--- src/design/pcs_params.svh ---
// constants for the clock source configuration block
`ifndef PCS_PARAMS_SVH
`define PCS_PARAMS_SVH
`define PCS_OFF_LOOP    12'h010
`define PCS_OFF_PDET    12'h017
`define PCS_OFF_CAL     12'h018
`define PCS_OFF_CPI     12'h019
`define PCS_OFF_VDIV    12'h1E0
`define PCS_OFF_SRC     12'h1E1
`define PCS_OFF_UPD     12'h232
`define PCS_OFF_STAT    12'h240
`define PCS_UPD_VAL     8'h01
`define PCS_RST_LOOP    8'h01
`define PCS_RST_PDET    8'h00
`define PCS_RST_CAL     8'h00
`define PCS_RST_CPI     8'h07
`define PCS_RST_VDIV    8'h02
`define PCS_RST_SRC     8'h00
`define PCS_PWR_ON      2'h0
`define PCS_PWR_OFF     2'h1
`define PCS_CAL_CYCLES  8'h20
`endif

--- src/design/pcs_pkg.sv ---
// types for the clock source configuration block
package pcs_pkg;
	typedef struct packed {
		logic       polarity;
		logic [2:0] pump_mode;
		logic [1:0] power;
	} pcs_loop_t;
	typedef enum logic [2:0] {
		PCS_PUMP_HIZ  = 3'h0,
		PCS_PUMP_UP   = 3'h1,
		PCS_PUMP_DOWN = 3'h2,
		PCS_PUMP_NORM = 3'h3
	} pcs_pump_mode_t;
	typedef enum logic [1:0] {
		PCS_CAL_IDLE = 2'h0,
		PCS_CAL_RUN  = 2'h1,
		PCS_CAL_DONE = 2'h2
	} pcs_cal_t;
	typedef struct packed {
		logic up;
		logic down;
	} pcs_pump_t;
endpackage

--- src/design/pcs_top.sv ---
// configuration, phase detector and calibration control
`timescale 1ns/1ps
`include "pcs_params.svh"
module pcs_top (
	input  wire logic            clk_i,
	input  wire logic            rst_i,
	input  wire logic            wb_cyc_i,
	input  wire logic            wb_stb_i,
	input  wire logic            wb_we_i,
	input  wire logic [11:0]     wb_adr_i,
	input  wire logic [3:0]      wb_sel_i,
	input  wire logic [31:0]     wb_dat_i,
	output logic      [31:0]     wb_dat_o,
	output logic                 wb_ack_o,
	input  wire logic            ref_div_i,
	input  wire logic            fb_div_i,
	output pcs_pkg::pcs_pump_t   charge_pump_output_o,
	output logic                 loop_pd_o,
	output logic      [2:0]      vco_ratio_o,
	output logic                 div_bypass_o,
	output logic                 src_internal_o,
	output logic      [1:0]      abl_width_o,
	output logic      [2:0]      pump_current_o,
	output logic                 cal_busy_o
);
	import pcs_pkg::*;

	// ----------------------------------------------------------
	// staged and active registers
	// ----------------------------------------------------------
	logic [7:0] st_loop_r, st_loop_nxt, st_pdet_r, st_pdet_nxt;
	logic [7:0] st_cal_r, st_cal_nxt, st_cpi_r, st_cpi_nxt;
	logic [7:0] st_vdiv_r, st_vdiv_nxt, st_src_r, st_src_nxt;
	logic [7:0] ac_loop_r, ac_loop_nxt, ac_pdet_r, ac_pdet_nxt;
	logic [7:0] ac_cal_r, ac_cal_nxt, ac_cpi_r, ac_cpi_nxt;
	logic [7:0] ac_vdiv_r, ac_vdiv_nxt, ac_src_r, ac_src_nxt;
	logic [31:0] dat_r, dat_nxt;
	logic        ack_r, ack_nxt, upd_r, upd_nxt;
	logic        acc;
	logic [7:0]  wb;
	pcs_cal_t    cal_st_r, cal_st_nxt;
	logic [7:0]  cal_cnt_r, cal_cnt_nxt;
	logic        cal_pend_r, cal_pend_nxt, cal_busy_r, cal_busy_nxt;

	assign acc = wb_cyc_i && wb_stb_i && !ack_r;
	assign wb  = wb_sel_i[0] ? wb_dat_i[7:0] : 8'h00;

	always_comb begin
		st_loop_nxt = st_loop_r;
		st_pdet_nxt = st_pdet_r;
		st_cal_nxt  = st_cal_r;
		st_cpi_nxt  = st_cpi_r;
		st_vdiv_nxt = st_vdiv_r;
		st_src_nxt  = st_src_r;
		dat_nxt     = dat_r;
		ack_nxt     = acc;
		upd_nxt     = 1'b0;
		if (acc && wb_we_i && wb_sel_i[0]) begin
			if (wb_adr_i == `PCS_OFF_LOOP) begin
				st_loop_nxt = wb;
			end else if (wb_adr_i == `PCS_OFF_PDET) begin
				st_pdet_nxt = wb;
			end else if (wb_adr_i == `PCS_OFF_CAL) begin
				st_cal_nxt = wb;
			end else if (wb_adr_i == `PCS_OFF_CPI) begin
				st_cpi_nxt = wb;
			end else if (wb_adr_i == `PCS_OFF_VDIV) begin
				st_vdiv_nxt = wb;
			end else if (wb_adr_i == `PCS_OFF_SRC) begin
				st_src_nxt = wb;
			end else if (wb_adr_i == `PCS_OFF_UPD) begin
				upd_nxt = (wb == `PCS_UPD_VAL);
			end
		end
		if (acc && !wb_we_i) begin
			dat_nxt = 32'h0000_0000;
			if (wb_adr_i == `PCS_OFF_LOOP) begin
				dat_nxt[7:0] = st_loop_r;
			end else if (wb_adr_i == `PCS_OFF_PDET) begin
				dat_nxt[7:0] = st_pdet_r;
			end else if (wb_adr_i == `PCS_OFF_CAL) begin
				dat_nxt[7:0] = st_cal_r;
			end else if (wb_adr_i == `PCS_OFF_CPI) begin
				dat_nxt[7:0] = st_cpi_r;
			end else if (wb_adr_i == `PCS_OFF_VDIV) begin
				dat_nxt[7:0] = st_vdiv_r;
			end else if (wb_adr_i == `PCS_OFF_SRC) begin
				dat_nxt[7:0] = st_src_r;
			end else if (wb_adr_i == `PCS_OFF_STAT) begin
				dat_nxt[1:0] = {cal_st_r == PCS_CAL_DONE,
				                cal_st_r == PCS_CAL_RUN};
			end
		end
	end

	// copy staged to active only on update
	always_comb begin
		ac_loop_nxt = upd_r ? st_loop_r : ac_loop_r;
		ac_pdet_nxt = upd_r ? st_pdet_r : ac_pdet_r;
		ac_cal_nxt  = upd_r ? st_cal_r  : ac_cal_r;
		ac_cpi_nxt  = upd_r ? st_cpi_r  : ac_cpi_r;
		ac_vdiv_nxt = upd_r ? st_vdiv_r : ac_vdiv_r;
		ac_src_nxt  = upd_r ? st_src_r  : ac_src_r;
	end

	always_ff @(posedge clk_i) begin
		if (rst_i) begin
			st_loop_r <= `PCS_RST_LOOP;
			st_pdet_r <= `PCS_RST_PDET;
			st_cal_r  <= `PCS_RST_CAL;
			st_cpi_r  <= `PCS_RST_CPI;
			st_vdiv_r <= `PCS_RST_VDIV;
			st_src_r  <= `PCS_RST_SRC;
			ac_loop_r <= `PCS_RST_LOOP;
			ac_pdet_r <= `PCS_RST_PDET;
			ac_cal_r  <= `PCS_RST_CAL;
			ac_cpi_r  <= `PCS_RST_CPI;
			ac_vdiv_r <= `PCS_RST_VDIV;
			ac_src_r  <= `PCS_RST_SRC;
			dat_r     <= 32'h0000_0000;
			ack_r     <= 1'b0;
			upd_r     <= 1'b0;
		end else begin
			st_loop_r <= st_loop_nxt;
			st_pdet_r <= st_pdet_nxt;
			st_cal_r  <= st_cal_nxt;
			st_cpi_r  <= st_cpi_nxt;
			st_vdiv_r <= st_vdiv_nxt;
			st_src_r  <= st_src_nxt;
			ac_loop_r <= ac_loop_nxt;
			ac_pdet_r <= ac_pdet_nxt;
			ac_cal_r  <= ac_cal_nxt;
			ac_cpi_r  <= ac_cpi_nxt;
			ac_vdiv_r <= ac_vdiv_nxt;
			ac_src_r  <= ac_src_nxt;
			dat_r     <= dat_nxt;
			ack_r     <= ack_nxt;
			upd_r     <= upd_nxt;
		end
	end

	// ----------------------------------------------------------
	// decoded controls
	// ----------------------------------------------------------
	pcs_loop_t  loop;
	logic [2:0] ratio;
	assign loop = {ac_loop_r[7], ac_loop_r[6:4], ac_loop_r[1:0]};
	// codes above four clamp to divide-by-6
	assign ratio = (ac_vdiv_r[2:0] > 3'h4) ? 3'h6
	             : 3'(ac_vdiv_r[2:0] + 3'h2);

	// ----------------------------------------------------------
	// calibration sequencer
	// ----------------------------------------------------------

	always_comb begin
		cal_st_nxt   = cal_st_r;
		cal_cnt_nxt  = cal_cnt_r;
		cal_pend_nxt = cal_pend_r;
		if (upd_r && !st_cal_r[0]) begin
			cal_pend_nxt = 1'b0;
		end else if (upd_r && st_cal_r[0] && !ac_cal_r[0]) begin
			cal_pend_nxt = 1'b1;
		end
		case (cal_st_r)
			PCS_CAL_IDLE: begin
				if (cal_pend_r) begin
					cal_st_nxt   = PCS_CAL_RUN;
					cal_cnt_nxt  = `PCS_CAL_CYCLES;
					cal_pend_nxt = 1'b0;
				end
			end
			PCS_CAL_RUN: begin
				if (cal_cnt_r == 8'h01) begin
					cal_st_nxt = PCS_CAL_DONE;
				end
				cal_cnt_nxt = cal_cnt_r - 8'h01;
			end
			PCS_CAL_DONE: begin
				if (upd_r && !st_cal_r[0]) begin
					cal_st_nxt = PCS_CAL_IDLE;
				end
			end
			default: begin
				cal_st_nxt = PCS_CAL_IDLE;
			end
		endcase
		cal_busy_nxt = (cal_st_nxt == PCS_CAL_RUN);
	end

	always_ff @(posedge clk_i) begin
		if (rst_i) begin
			cal_st_r   <= PCS_CAL_IDLE;
			cal_cnt_r  <= 8'h00;
			cal_pend_r <= 1'b0;
			cal_busy_r <= 1'b0;
		end else begin
			cal_st_r   <= cal_st_nxt;
			cal_cnt_r  <= cal_cnt_nxt;
			cal_pend_r <= cal_pend_nxt;
			cal_busy_r <= cal_busy_nxt;
		end
	end

	// ----------------------------------------------------------
	// phase detector and charge pump
	// ----------------------------------------------------------
	logic      ref_m_r, ref_s_r, ref_d_r, fb_m_r, fb_s_r, fb_d_r;
	logic      pu_r, pu_nxt, pd_r, pd_nxt;
	logic [1:0] abl_r, abl_nxt;
	logic      ref_e, fb_e;
	pcs_pump_t pump_nxt, pump_r;

	assign ref_e = ref_s_r && !ref_d_r;
	assign fb_e  = fb_s_r && !fb_d_r;

	always_comb begin
		pu_nxt  = pu_r || ref_e;
		pd_nxt  = pd_r || fb_e;
		abl_nxt = abl_r;
		// both high held for one cycle more than the antibacklash width
		if (pu_r && pd_r) begin
			if (abl_r >= ac_pdet_r[1:0]) begin
				pu_nxt  = ref_e;
				pd_nxt  = fb_e;
				abl_nxt = 2'h0;
			end else begin
				abl_nxt = abl_r + 2'h1;
			end
		end
		pump_nxt = loop.polarity ? pcs_pump_t'{up: pd_r, down: pu_r}
		                         : pcs_pump_t'{up: pu_r, down: pd_r};
		case (pcs_pump_mode_t'(loop.pump_mode))
			PCS_PUMP_UP:   pump_nxt = '{up: 1'b1, down: 1'b0};
			PCS_PUMP_DOWN: pump_nxt = '{up: 1'b0, down: 1'b1};
			PCS_PUMP_NORM: pump_nxt = pump_nxt;
			default:       pump_nxt = '{up: 1'b0, down: 1'b0};
		endcase
		if (loop.power != `PCS_PWR_ON) begin
			pump_nxt = '{up: 1'b0, down: 1'b0};
		end
	end

	always_ff @(posedge clk_i) begin
		if (rst_i) begin
			{ref_m_r, ref_s_r, ref_d_r} <= 3'h0;
			{fb_m_r, fb_s_r, fb_d_r}    <= 3'h0;
			pu_r   <= 1'b0;
			pd_r   <= 1'b0;
			abl_r  <= 2'h0;
			pump_r <= '{up: 1'b0, down: 1'b0};
		end else begin
			{ref_m_r, ref_s_r, ref_d_r} <= {ref_div_i, ref_m_r, ref_s_r};
			{fb_m_r, fb_s_r, fb_d_r}    <= {fb_div_i, fb_m_r, fb_s_r};
			pu_r   <= pu_nxt;
			pd_r   <= pd_nxt;
			abl_r  <= abl_nxt;
			pump_r <= pump_nxt;
		end
	end

	// ----------------------------------------------------------
	// registered outputs
	// ----------------------------------------------------------
	always_ff @(posedge clk_i) begin
		if (rst_i) begin
			loop_pd_o      <= 1'b1;
			vco_ratio_o    <= 3'h4;
			div_bypass_o   <= 1'b0;
			src_internal_o <= 1'b0;
			abl_width_o    <= 2'h0;
			pump_current_o <= 3'h7;
		end else begin
			loop_pd_o      <= (loop.power == `PCS_PWR_OFF);
			vco_ratio_o    <= ratio;
			div_bypass_o   <= ac_src_r[0];
			src_internal_o <= ac_src_r[1];
			abl_width_o    <= ac_pdet_r[1:0];
			pump_current_o <= ac_cpi_r[2:0];
		end
	end
	assign charge_pump_output_o = pump_r;
	assign wb_dat_o   = dat_r;
	assign wb_ack_o   = ack_r;
	assign cal_busy_o = cal_busy_r;
endmodule

--- config.mk ---
export PLATFORM = sky130hd
export DESIGN_NAME = pcs_top
export DESIGN_NICKNAME = d
export VERILOG_FILES = /design/src/design/pcs_pkg.sv /design/src/design/pcs_top.sv
export VERILOG_INCLUDE_DIRS = /design/src /design/src/design
export SDC_FILE = /design/constraint.sdc
export NUM_CORES = 1
export LEC_CHECK = 0
export ABC_AREA = 1
export BUFFER_PORTS_ARGS = -buffer_cell sky130_fd_sc_hd__buf_2
export CAP_MARGIN = 20
export CORE_UTILIZATION = 45
export CTS_CLUSTER_DIAMETER = 80
export DETAILED_ROUTE_END_ITERATION = 10
export PLACE_DENSITY_LB_ADDON = 0.3
export SYNTH_ARGS = -nofsm -noshare
export SYNTH_HDL_FRONTEND = slang
export SYNTH_SLANG_ARGS = --single-unit
--- constraint.sdc ---
create_clock -name clk_i -period 2.47 [get_ports clk_i]
set_input_delay 0.1235 -clock clk_i [delete_from_list [all_inputs] [get_ports clk_i]]
set_output_delay 0.1235 -clock clk_i [all_outputs]
set_load 0.05 [all_outputs]
; ---- Word level (Yosys, flattened, before mapping)
; Cells that the tools add are included.
[op_classes]
n_reduce_logical = 32
n_lt_le_gt_ge = 2
muxes = 27
div = 0
addsub = 3
n_bitwise = 7
n_eq_ne = 18
multipliers = 0
shifts = 0
[ops]
columns = cell, n
row1 = 8-bit two-way mux, 7
row2 = 12-bit by 5-bit == test with 1-bit output (second input constant), 4
row3 = 12-bit by 10-bit == test with 1-bit output (second input constant), 2
row4 = 12-bit by 9-bit == test with 1-bit output (second input constant), 2
row5 = 8-bit by 1-bit == test with 1-bit output (second input constant), 2
row6 = 2-bit two-way mux, 8
row7 = 8-bit one-hot mux with 2 select lines, 1
row8 = 2-bit one-hot mux with 3 select lines, 2
row9 = 1-bit logical AND, 11
row10 = 9-bit OR reduction, 1
row11 = 1-bit two-way mux, 8
row12 = 8-bit by 1-bit subtractor with 8-bit output (second input constant), 1
row13 = 1-bit NOT, 7
row14 = 7-bit AND reduction, 1
row15 = 2-bit by 1-bit == test with 1-bit output (second input constant), 3
row16 = 3-bit by 2-bit == test with 1-bit output (second input constant), 2
row17 = 1-bit zero test, 6
row18 = 6-bit two-way mux, 1
row19 = 6-bit AND reduction, 1
row20 = 5-bit AND reduction, 1
row21 = 2-bit AND reduction, 2
row22 = 4-bit AND reduction, 1
row23 = 2-bit nonzero test, 2
row24 = 2-bit OR reduction, 2
row25 = other kinds (10), 11
[totals]
latch_bits = 0
input_bits = 55
mem_count = 0
reg_bits = 112
output_inout_bits = 47
mem_bits_rw = 0
romBits = 0

; ---- Logic depth before layout (Yosys ltp)
; Gate-level depths: netlist (run 1).
[logic_depth]
word_depth = 8
depth_mapped = 11
depth_no_buf = 11

; ---- Worst setup path before layout (run 1)
; No wires, ideal clock.
[synth_timing]
kind = reg2reg
from = reg ack_r (netlist: wb_ack_o)
to = reg st_vdiv_r[4]
path_stages_with_launch = 8
arrival_ns = 1.540
path_slack_ns = 0.860
path_buffers = 1
cell_sequence = dfxtp_1 -> nand3b_1 -> nor2_4 -> inv_1 -> nor2_4 -> buf_4 -> o21ai_0 -> a21oi_1
[synth_between]
elab_chain_len = 5
[synth_lines]
columns = element, line
row1 = start: declaration, pcs_top.sv:38  ; logic ack_r, ack_nxt, upd_r, upd_nxt;
row2 = start signal: assignment, pcs_top.sv:137  ; ack_r <= ack_nxt;
row3 = 1-bit zero test, pcs_top.sv:45  ; assign acc = wb_cyc_i && wb_stb_i && !ack_r;
row4 = 1-bit logical AND, pcs_top.sv:45
row5 = 1-bit logical AND (2 in series), pcs_top.sv:58  ; if (acc && wb_we_i && wb_sel_i[0]) begin
row6 = 6-bit AND reduction (no line), -
row7 = end signal: assignment, pcs_top.sv:112  ; st_vdiv_r <= `PCS_RST_VDIV;
row8 = end signal: assignment, pcs_top.sv:128  ; st_vdiv_r <= st_vdiv_nxt;
row9 = end: declaration, pcs_top.sv:33  ; logic [7:0] st_vdiv_r, st_vdiv_nxt, st_src_r, st_src_nxt;
; Every way passes these cells.
; A chain may end at the register's enable or synchronous reset.

; ---- Final worst setup path (run 1)
[layout_timing]
from = reg ack_r (netlist: wb_ack_o)
to = reg st_cpi_r[5]
[layout_between]
elab_chain_len = 5
[layout_lines]
columns = element, line
row1 = 1-bit zero test, pcs_top.sv:45
row2 = 1-bit logical AND, pcs_top.sv:45
row3 = 1-bit logical AND (2 in series), pcs_top.sv:58
row4 = 5-bit AND reduction (no line), -
row5 = end signal: assignment, pcs_top.sv:111  ; st_cpi_r <= `PCS_RST_CPI;
row6 = end signal: assignment, pcs_top.sv:127  ; st_cpi_r <= st_cpi_nxt;
row7 = end: declaration, pcs_top.sv:32  ; logic [7:0] st_cal_r, st_cal_nxt, st_cpi_r, st_cpi_nxt;
; Every way passes these cells.

==> qor.yml, run 1 <==
worstHoldPathType: "input pin to register"
ys_seq_elements: 110
gp_congestion: 0.924
vias: 4310
rsz0062_at_grt: "no"
async_reset_ff_frac: 0
syn_avg_cell_area_um2: 7.53
yosysTopAreaCell: "dfxtp_1"
synth_commonest_cells: "110 x dfxtp_1, 103 x nand2_1, 95 x inv_1"
die_area_mm2: 0.0117
antenna_found_initial: 0
post_cts_buffers: 0
grt_pass1_vias: 3862
critPathLaunchType: "register"
cts_buffer_depth: 2
track_usage: 0.210
p_clk_frac: 0.370
stdcell_count: 864
core_region_area_mm2: 0.0109
clk_latency_ns: 0.38
place_inst: 844
ys_seq_area_frac: 0.435
synthesis.area_mm2: 0.00506
dp_hpwl_um: 8640
portBuffers: 50
critical_path_peak_fanout: 11
drt-wirelength-per-cell_um: 13.3
cp_num_buf_inv: 1
cts_made_buffers: 9
antenna_left: 0
fin_util: 0.512
dieWidth_um: 108
cap_violations: 0
drt-initial-drc-count: 299
finalMaxSlewViolations: 0
synth_cell_types: 50
yosys_warnings: 0
drc_errors: 0
switchingPower_mw: 0.826
dpl-instance-area_mm2: 0.00532
drive_gt1_frac: 0.153
setup_slack_ns: 0.684
worstMarginPinSlew_ns: 0.601
relSlewSlack: 0.599
htree_levels: 3
outcome: "finished, final reports clean"
rows: 38
fin_worst_skew_ns: 0.00659
seq_power_share: 0.552
critPathCaptureType: "register"
dieHeight_um: 108
post-place-ws_ns: 0.676
cts_tree: "done"
design_area_mm2: 0.00558
min_period_ns: 1.79
avgViaCountPerCell: 4.99
setup_viol: 0
grt_pass1_wl_um: 18700
required_ns: 2.75
initial_core_util: 0.465
synth.top_cell.area_share: 0.435
crit_family: "simple AND/OR/NAND/NOR gates"
crit_path_max_incr_delay_ns: 0.32
worst-endpoint-arrival_ns: 2.07
ios: 102
routed_wl_um: 11500
powerDensity_mw_per_mm2: 580
synth_edf_count: 0
synth_cells: 672
drtPass1Iterations: 4
tns_ns: 0
synth.most_common_cell: "dfxtp_1"
finalHoldViolCount: 0
nets: 779
p_leak_nw: 2.40
synthTopCellsByArea: "dfxtp_1 44%, nand2_1 7.6%, inv_1 7.0%"
pwr-share-comb: 0.079
diodes: 0
period_share: 0.723
ys.flop_type: "dfxtp_1"
grt_max_degree: 40
worstPathCellList: "nand3b_1 > nor2_4 > nand2_8 > inv_6 > nand4_2 > o21ai_0 > nor2_1"
cts_sinks: 110
syn2layout_area_growth_pct: 10.2
ir_drop_mv: 0.622
crit_slowest_cell: "dfxtp_1"
power.internal_mw: 2.41
clkTransAtPathRegs_ns: 0.10
grt_overflow: 0
p_sw_frac: 0.255
critPathKind: "register to register"
final.fill_count: 1091
fmax_ghz: 0.560
clockRootBuffer: "clkbuf_8"
-- state kept, by name (all words and copies together) (netlist names), 2 cells and up --
signal and count:
abl_width_o 2, ac_pdet_r 2, st_cpi_r 8, wb_dat_o 8, ac_vdiv_r 3, ac_cpi_r 3, abl_r 2, st_src_r 8
cal_st_r 2, st_loop_r 8, cal_cnt_r 8, ac_src_r 2, ac_loop_r 6, st_pdet_r 8, st_cal_r 8, pump_current_o 3
vco_ratio_o 3, charge_pump_output_o 2, st_vdiv_r 8
-- power groups by stage --
stage                     Combinational (mW)  Sequential [mW]  Clock (mW)
final                                  0.254             1.78        1.20
after global routing                   0.275             1.79        1.30
after CTS                              0.253             1.78        1.23
after detailed placement               0.248             1.83           0
after global placement                 0.245             1.83           0
after floorplan                        0.205             1.83           0
-- worst paths after layout --
kind | to | startpoint | slack (ns) | depth (start not counted)
worst min-delay path | upd_r$_SDFF_PP0_ | wb_dat_i[5] | 0.03 | 4
worst min register to register | fb_s_r$_SDFF_PP0_ | fb_m_r$_SDFF_PP0_ | 0.41 | 2
worst max register to register | st_cpi_r[5]$_SDFFE_PP0P_ | wb_ack_o$_SDFF_PP0_ | 0.68 | 7
worst max-delay path | st_cpi_r[5]$_SDFFE_PP0P_ | wb_ack_o$_SDFF_PP0_ | 0.68 | 7
-- layer usage --
layer  wire, µm  track usage
met5          0            0
met2       5370        0.344
met3        643       0.0440
met1       5290        0.274
met4        192       0.0714
-- timing repair --
item                                    CTS  global route
resized for setup                         0             0
endpoints found under the setup margin    0             0
hold endpoints to repair                  3             0
hold buffers                              4             0
-- logic make-up (layout without fill, tap and decap cells) --
group | count (synthesis) | count (layout) | synth area share
buf+inv | 146 | 175 | 0.136
compound gates | 157 | 157 | 0.169
flops | 110 | 110 | 0.435
simple gates | 253 | 253 | 0.247
other cells | 1 | 24 | 0.000741
fa+ha+maj | 5 | 5 | 0.0124
-- worst reg2reg max path, stage by stage, from the launching register on --
cell and delay [ns]:
dfxtp_1 0.32, nand3b_1 0.31, nor2_4 0.29, nand2_8 0.11, inv_6 0.08, nand4_2 0.27, o21ai_0 0.25, nor2_1 0.06
-- cell usage in the layout, fill, tap and decap left out, drive strengths merged --
cell         netlist  routed
a21oi             67      67
o22ai              2       2
a211oi             2       2
o31ai              1       1
nor2              77      77
nor4b              1       1
and3               1       1
clkbuf            14       9
nor3              12      12
or2                2       2
dfxtp            110     110
o21ai             72      72
bufinv             0       2
inv               99     100
and2               1       1
nor4               2       2
conb               1      24
a22oi              1       1
o211ai             7       7
o21a               1       1
buf               32      55
nand4             10      10
a2111oi            1       1
clkinv             1       4
clkinvlp           0       1
a221oi             1       1
ha                 5       5
nand2            109     109
nand3b             1       1
a31oi              1       1
a311oi             1       1
nand3             37      37
dlygate4sd3        0       4
-- cell type report --
type / instances / area (µm²) / area share
multi-input cells: 439 / 2260 / 0.405
repair buffers: 59 / 340 / 0.0610
inverters: 100 / 382 / 0.0684
clock buffers: 9 / 124 / 0.0222
flip-flops and latches: 110 / 2200 / 0.395
clock inverters: 7 / 97.6 / 0.0175
well taps: 140 / 175 / 0.0314
-- stage by stage --
step | total power, mW | hold slack, ns
after floorplan | 2.04 | 0.230
after global placement | 2.07 | 0.327
after detailed placement | 2.07 | 0.333
after CTS | 3.27 | 0.00997
after global routing | 3.36 | 0.0369
final | 3.23 | 0.0275
Power figures use the tool's default switching activity.
==> run 2: changes to the inputs <==
==> constraint.sdc (replaced) <==
create_clock -name clk_i -period 1.8 [get_ports clk_i]
set_input_delay 0.09 -clock clk_i [delete_from_list [all_inputs] [get_ports clk_i]]
set_output_delay 0.09 -clock clk_i [all_outputs]
set_load 0.05 [all_outputs]
==> run 2 against run 1 <==
Against the previous run:
- total power is 34% higher
- combinational power grew 39%
- die area stayed put
- critical path depth stayed put
- sequential cell count did not move
- global-route usage is 0.23 points lower
- sequential share of layout area down 0.47 points
==> qor.yml, run 2 (synthesis gave the netlist of run 1 again) <==
outcome: "finished, final reports clean"
critical_path_peak_fanout: 15
die_area_mm2: 0.0117
required_ns: 2.04
diodes: 0
clockRootBuffer: "clkbuf_8"
worstPathCellList: "nand3b_1 > nor2_4 > inv_1 > nor2_4 > inv_1 > nand2_1 > o211ai_1"
drive_gt1_frac: 0.165
final_common_cell: "dfxtp_1"
avgViaCountPerCell: 5.04
ios: 102
cts_buffer_depth: 2
dieWidth_um: 108
ir_drop_mv: 0.412
drt-wirelength-per-cell_um: 13.2
clkTransAtPathRegs_ns: 0.11
worst-endpoint-arrival_ns: 1.85
routed_wl_um: 11500
r2r_end: "st_loop_r[0]$_SDFFE_PP1P_"
fin_util: 0.519
place_inst: 854
clk_latency_ns: 0.38
drt-initial-drc-count: 305
post_cts_buffers: 0
rrSetupSlack_ns: 0.20
dp_hpwl_um: 8560
tns_ns: 0
rr_startpoint: "wb_ack_o$_SDFF_PP0_"
design_area_mm2: 0.00565
setup_slack_ns: 0.195
cts_tree: "done"
grt_max_degree: 71
fin_worst_skew_ns: 0.0140
initial_core_util: 0.465
antenna_found_initial: 0
min_period_ns: 1.60
grt_overflow: 0
vias: 4406
crit_slowest_cell: "dfxtp_1"
period_share: 0.892
worst-r2r-cell-count: 7
grt_pass1_vias: 3920
critPathCaptureType: "register"
gp_congestion: 0.912
dpl-instance-area_mm2: 0.00539
hold_path_depth: 4
post-place-ws_ns: 0.139
cts_sinks: 110
critPathKind: "register to register"
fmax_ghz: 0.623
grt_pass1_wl_um: 18800
drtPass1Iterations: 5
nets: 790
cp_num_buf_inv: 2
syn2layout_area_growth_pct: 11.6
cts_resized: 0
finalHoldViolCount: 0
powerDensity_mw_per_mm2: 766
cts_made_buffers: 9
portBuffers: 50
whs_ns: 0.0159
drc_errors: 0
track_usage: 0.208
rsz0062_at_grt: "no"
min_from: "wb_dat_i[7]"
dieHeight_um: 108
htree_levels: 3
rows: 38
power_mw: 4.32
mostFrequentLayoutCells: "110 x dfxtp_1, 103 x nand2_1, 95 x inv_1, 65 x a21oi_1, 64 x nor2_1"
crit_path_max_incr_delay_ns: 0.31
p_leak_nw: 2.44
antenna_left: 0
cap_violations: 0
critPathLaunchType: "register"
core_region_area_mm2: 0.0109
worstHoldPathType: "input pin to register"
crit_family: "simple AND/OR/NAND/NOR gates"
min_to: "upd_r$_SDFF_PP0_"
finalMaxSlewViolations: 0
stdcell_count: 875
setup_viol: 0
## run 2: area by class of cell
| type | count | area, µm² |
|---|---|---|
| fill | 1059 | 5240 |
| multi-input combinational | 439 | 2260 |
| sequential | 110 | 2200 |
| timing repair buffer | 70 | 425 |
| inverter | 100 | 382 |
| tap | 140 | 175 |
| clock buffer | 9 | 124 |
| clock inverter | 7 | 80.1 |
## run 2: worst max-delay path by stage
| stage | startpoint | to | slack (ns) | cells after the start |
|---|---|---|---|---|
| finish | wb_ack_o$_SDFF_PP0_ | st_loop_r[0]$_SDFFE_PP1P_ | 0.20 | 7 |
| global route | wb_ack_o$_SDFF_PP0_ | st_vdiv_r[1]$_SDFFE_PP1P_ | 0.06 | 7 |
| CTS | wb_ack_o$_SDFF_PP0_ | st_vdiv_r[1]$_SDFFE_PP1P_ | 0.18 | 7 |
| detailed placement | wb_adr_i[2] | st_src_r[4]$_SDFFE_PP0P_ | 0.14 | 9 |
| global placement | wb_adr_i[2] | st_src_r[6]$_SDFFE_PP0P_ | 0.21 | 9 |
| floorplan | wb_ack_o$_SDFF_PP0_ | st_vdiv_r[4]$_SDFFE_PP0P_ | 0.19 | 7 |
## run 2: what timing repair did
item                                   4_1_cts  5_1_grt
endpoints found under the hold margin        3        0
setup endpoints to repair                    0        0
hold buffers                                 5        0
## run 2: tightest hold or removal path: cells and delay by family
kind                   cells  cell delay [ns]
buffers and inverters      1             0.10
and+or+nand+nor            3             0.17
## run 2: layer usage
layer / part of all wire / vias up / track usage
met4: 0.018 / 0 / 0.0685
met5: 0 / - / 0
met1: 0.46 / 2007 / 0.274
met3: 0.054 / 20 / 0.0368
met2: 0.47 / 129 / 0.343
li1: - / 2250 / -
## run 2: report_power, final
part           internal (mW)  switching, mW  leakage (nW)
Clock                  0.661          0.858         0.102
Sequential              2.44        0.00577         0.888
Combinational         0.0765          0.278          1.45
Total                   3.18           1.14          2.44
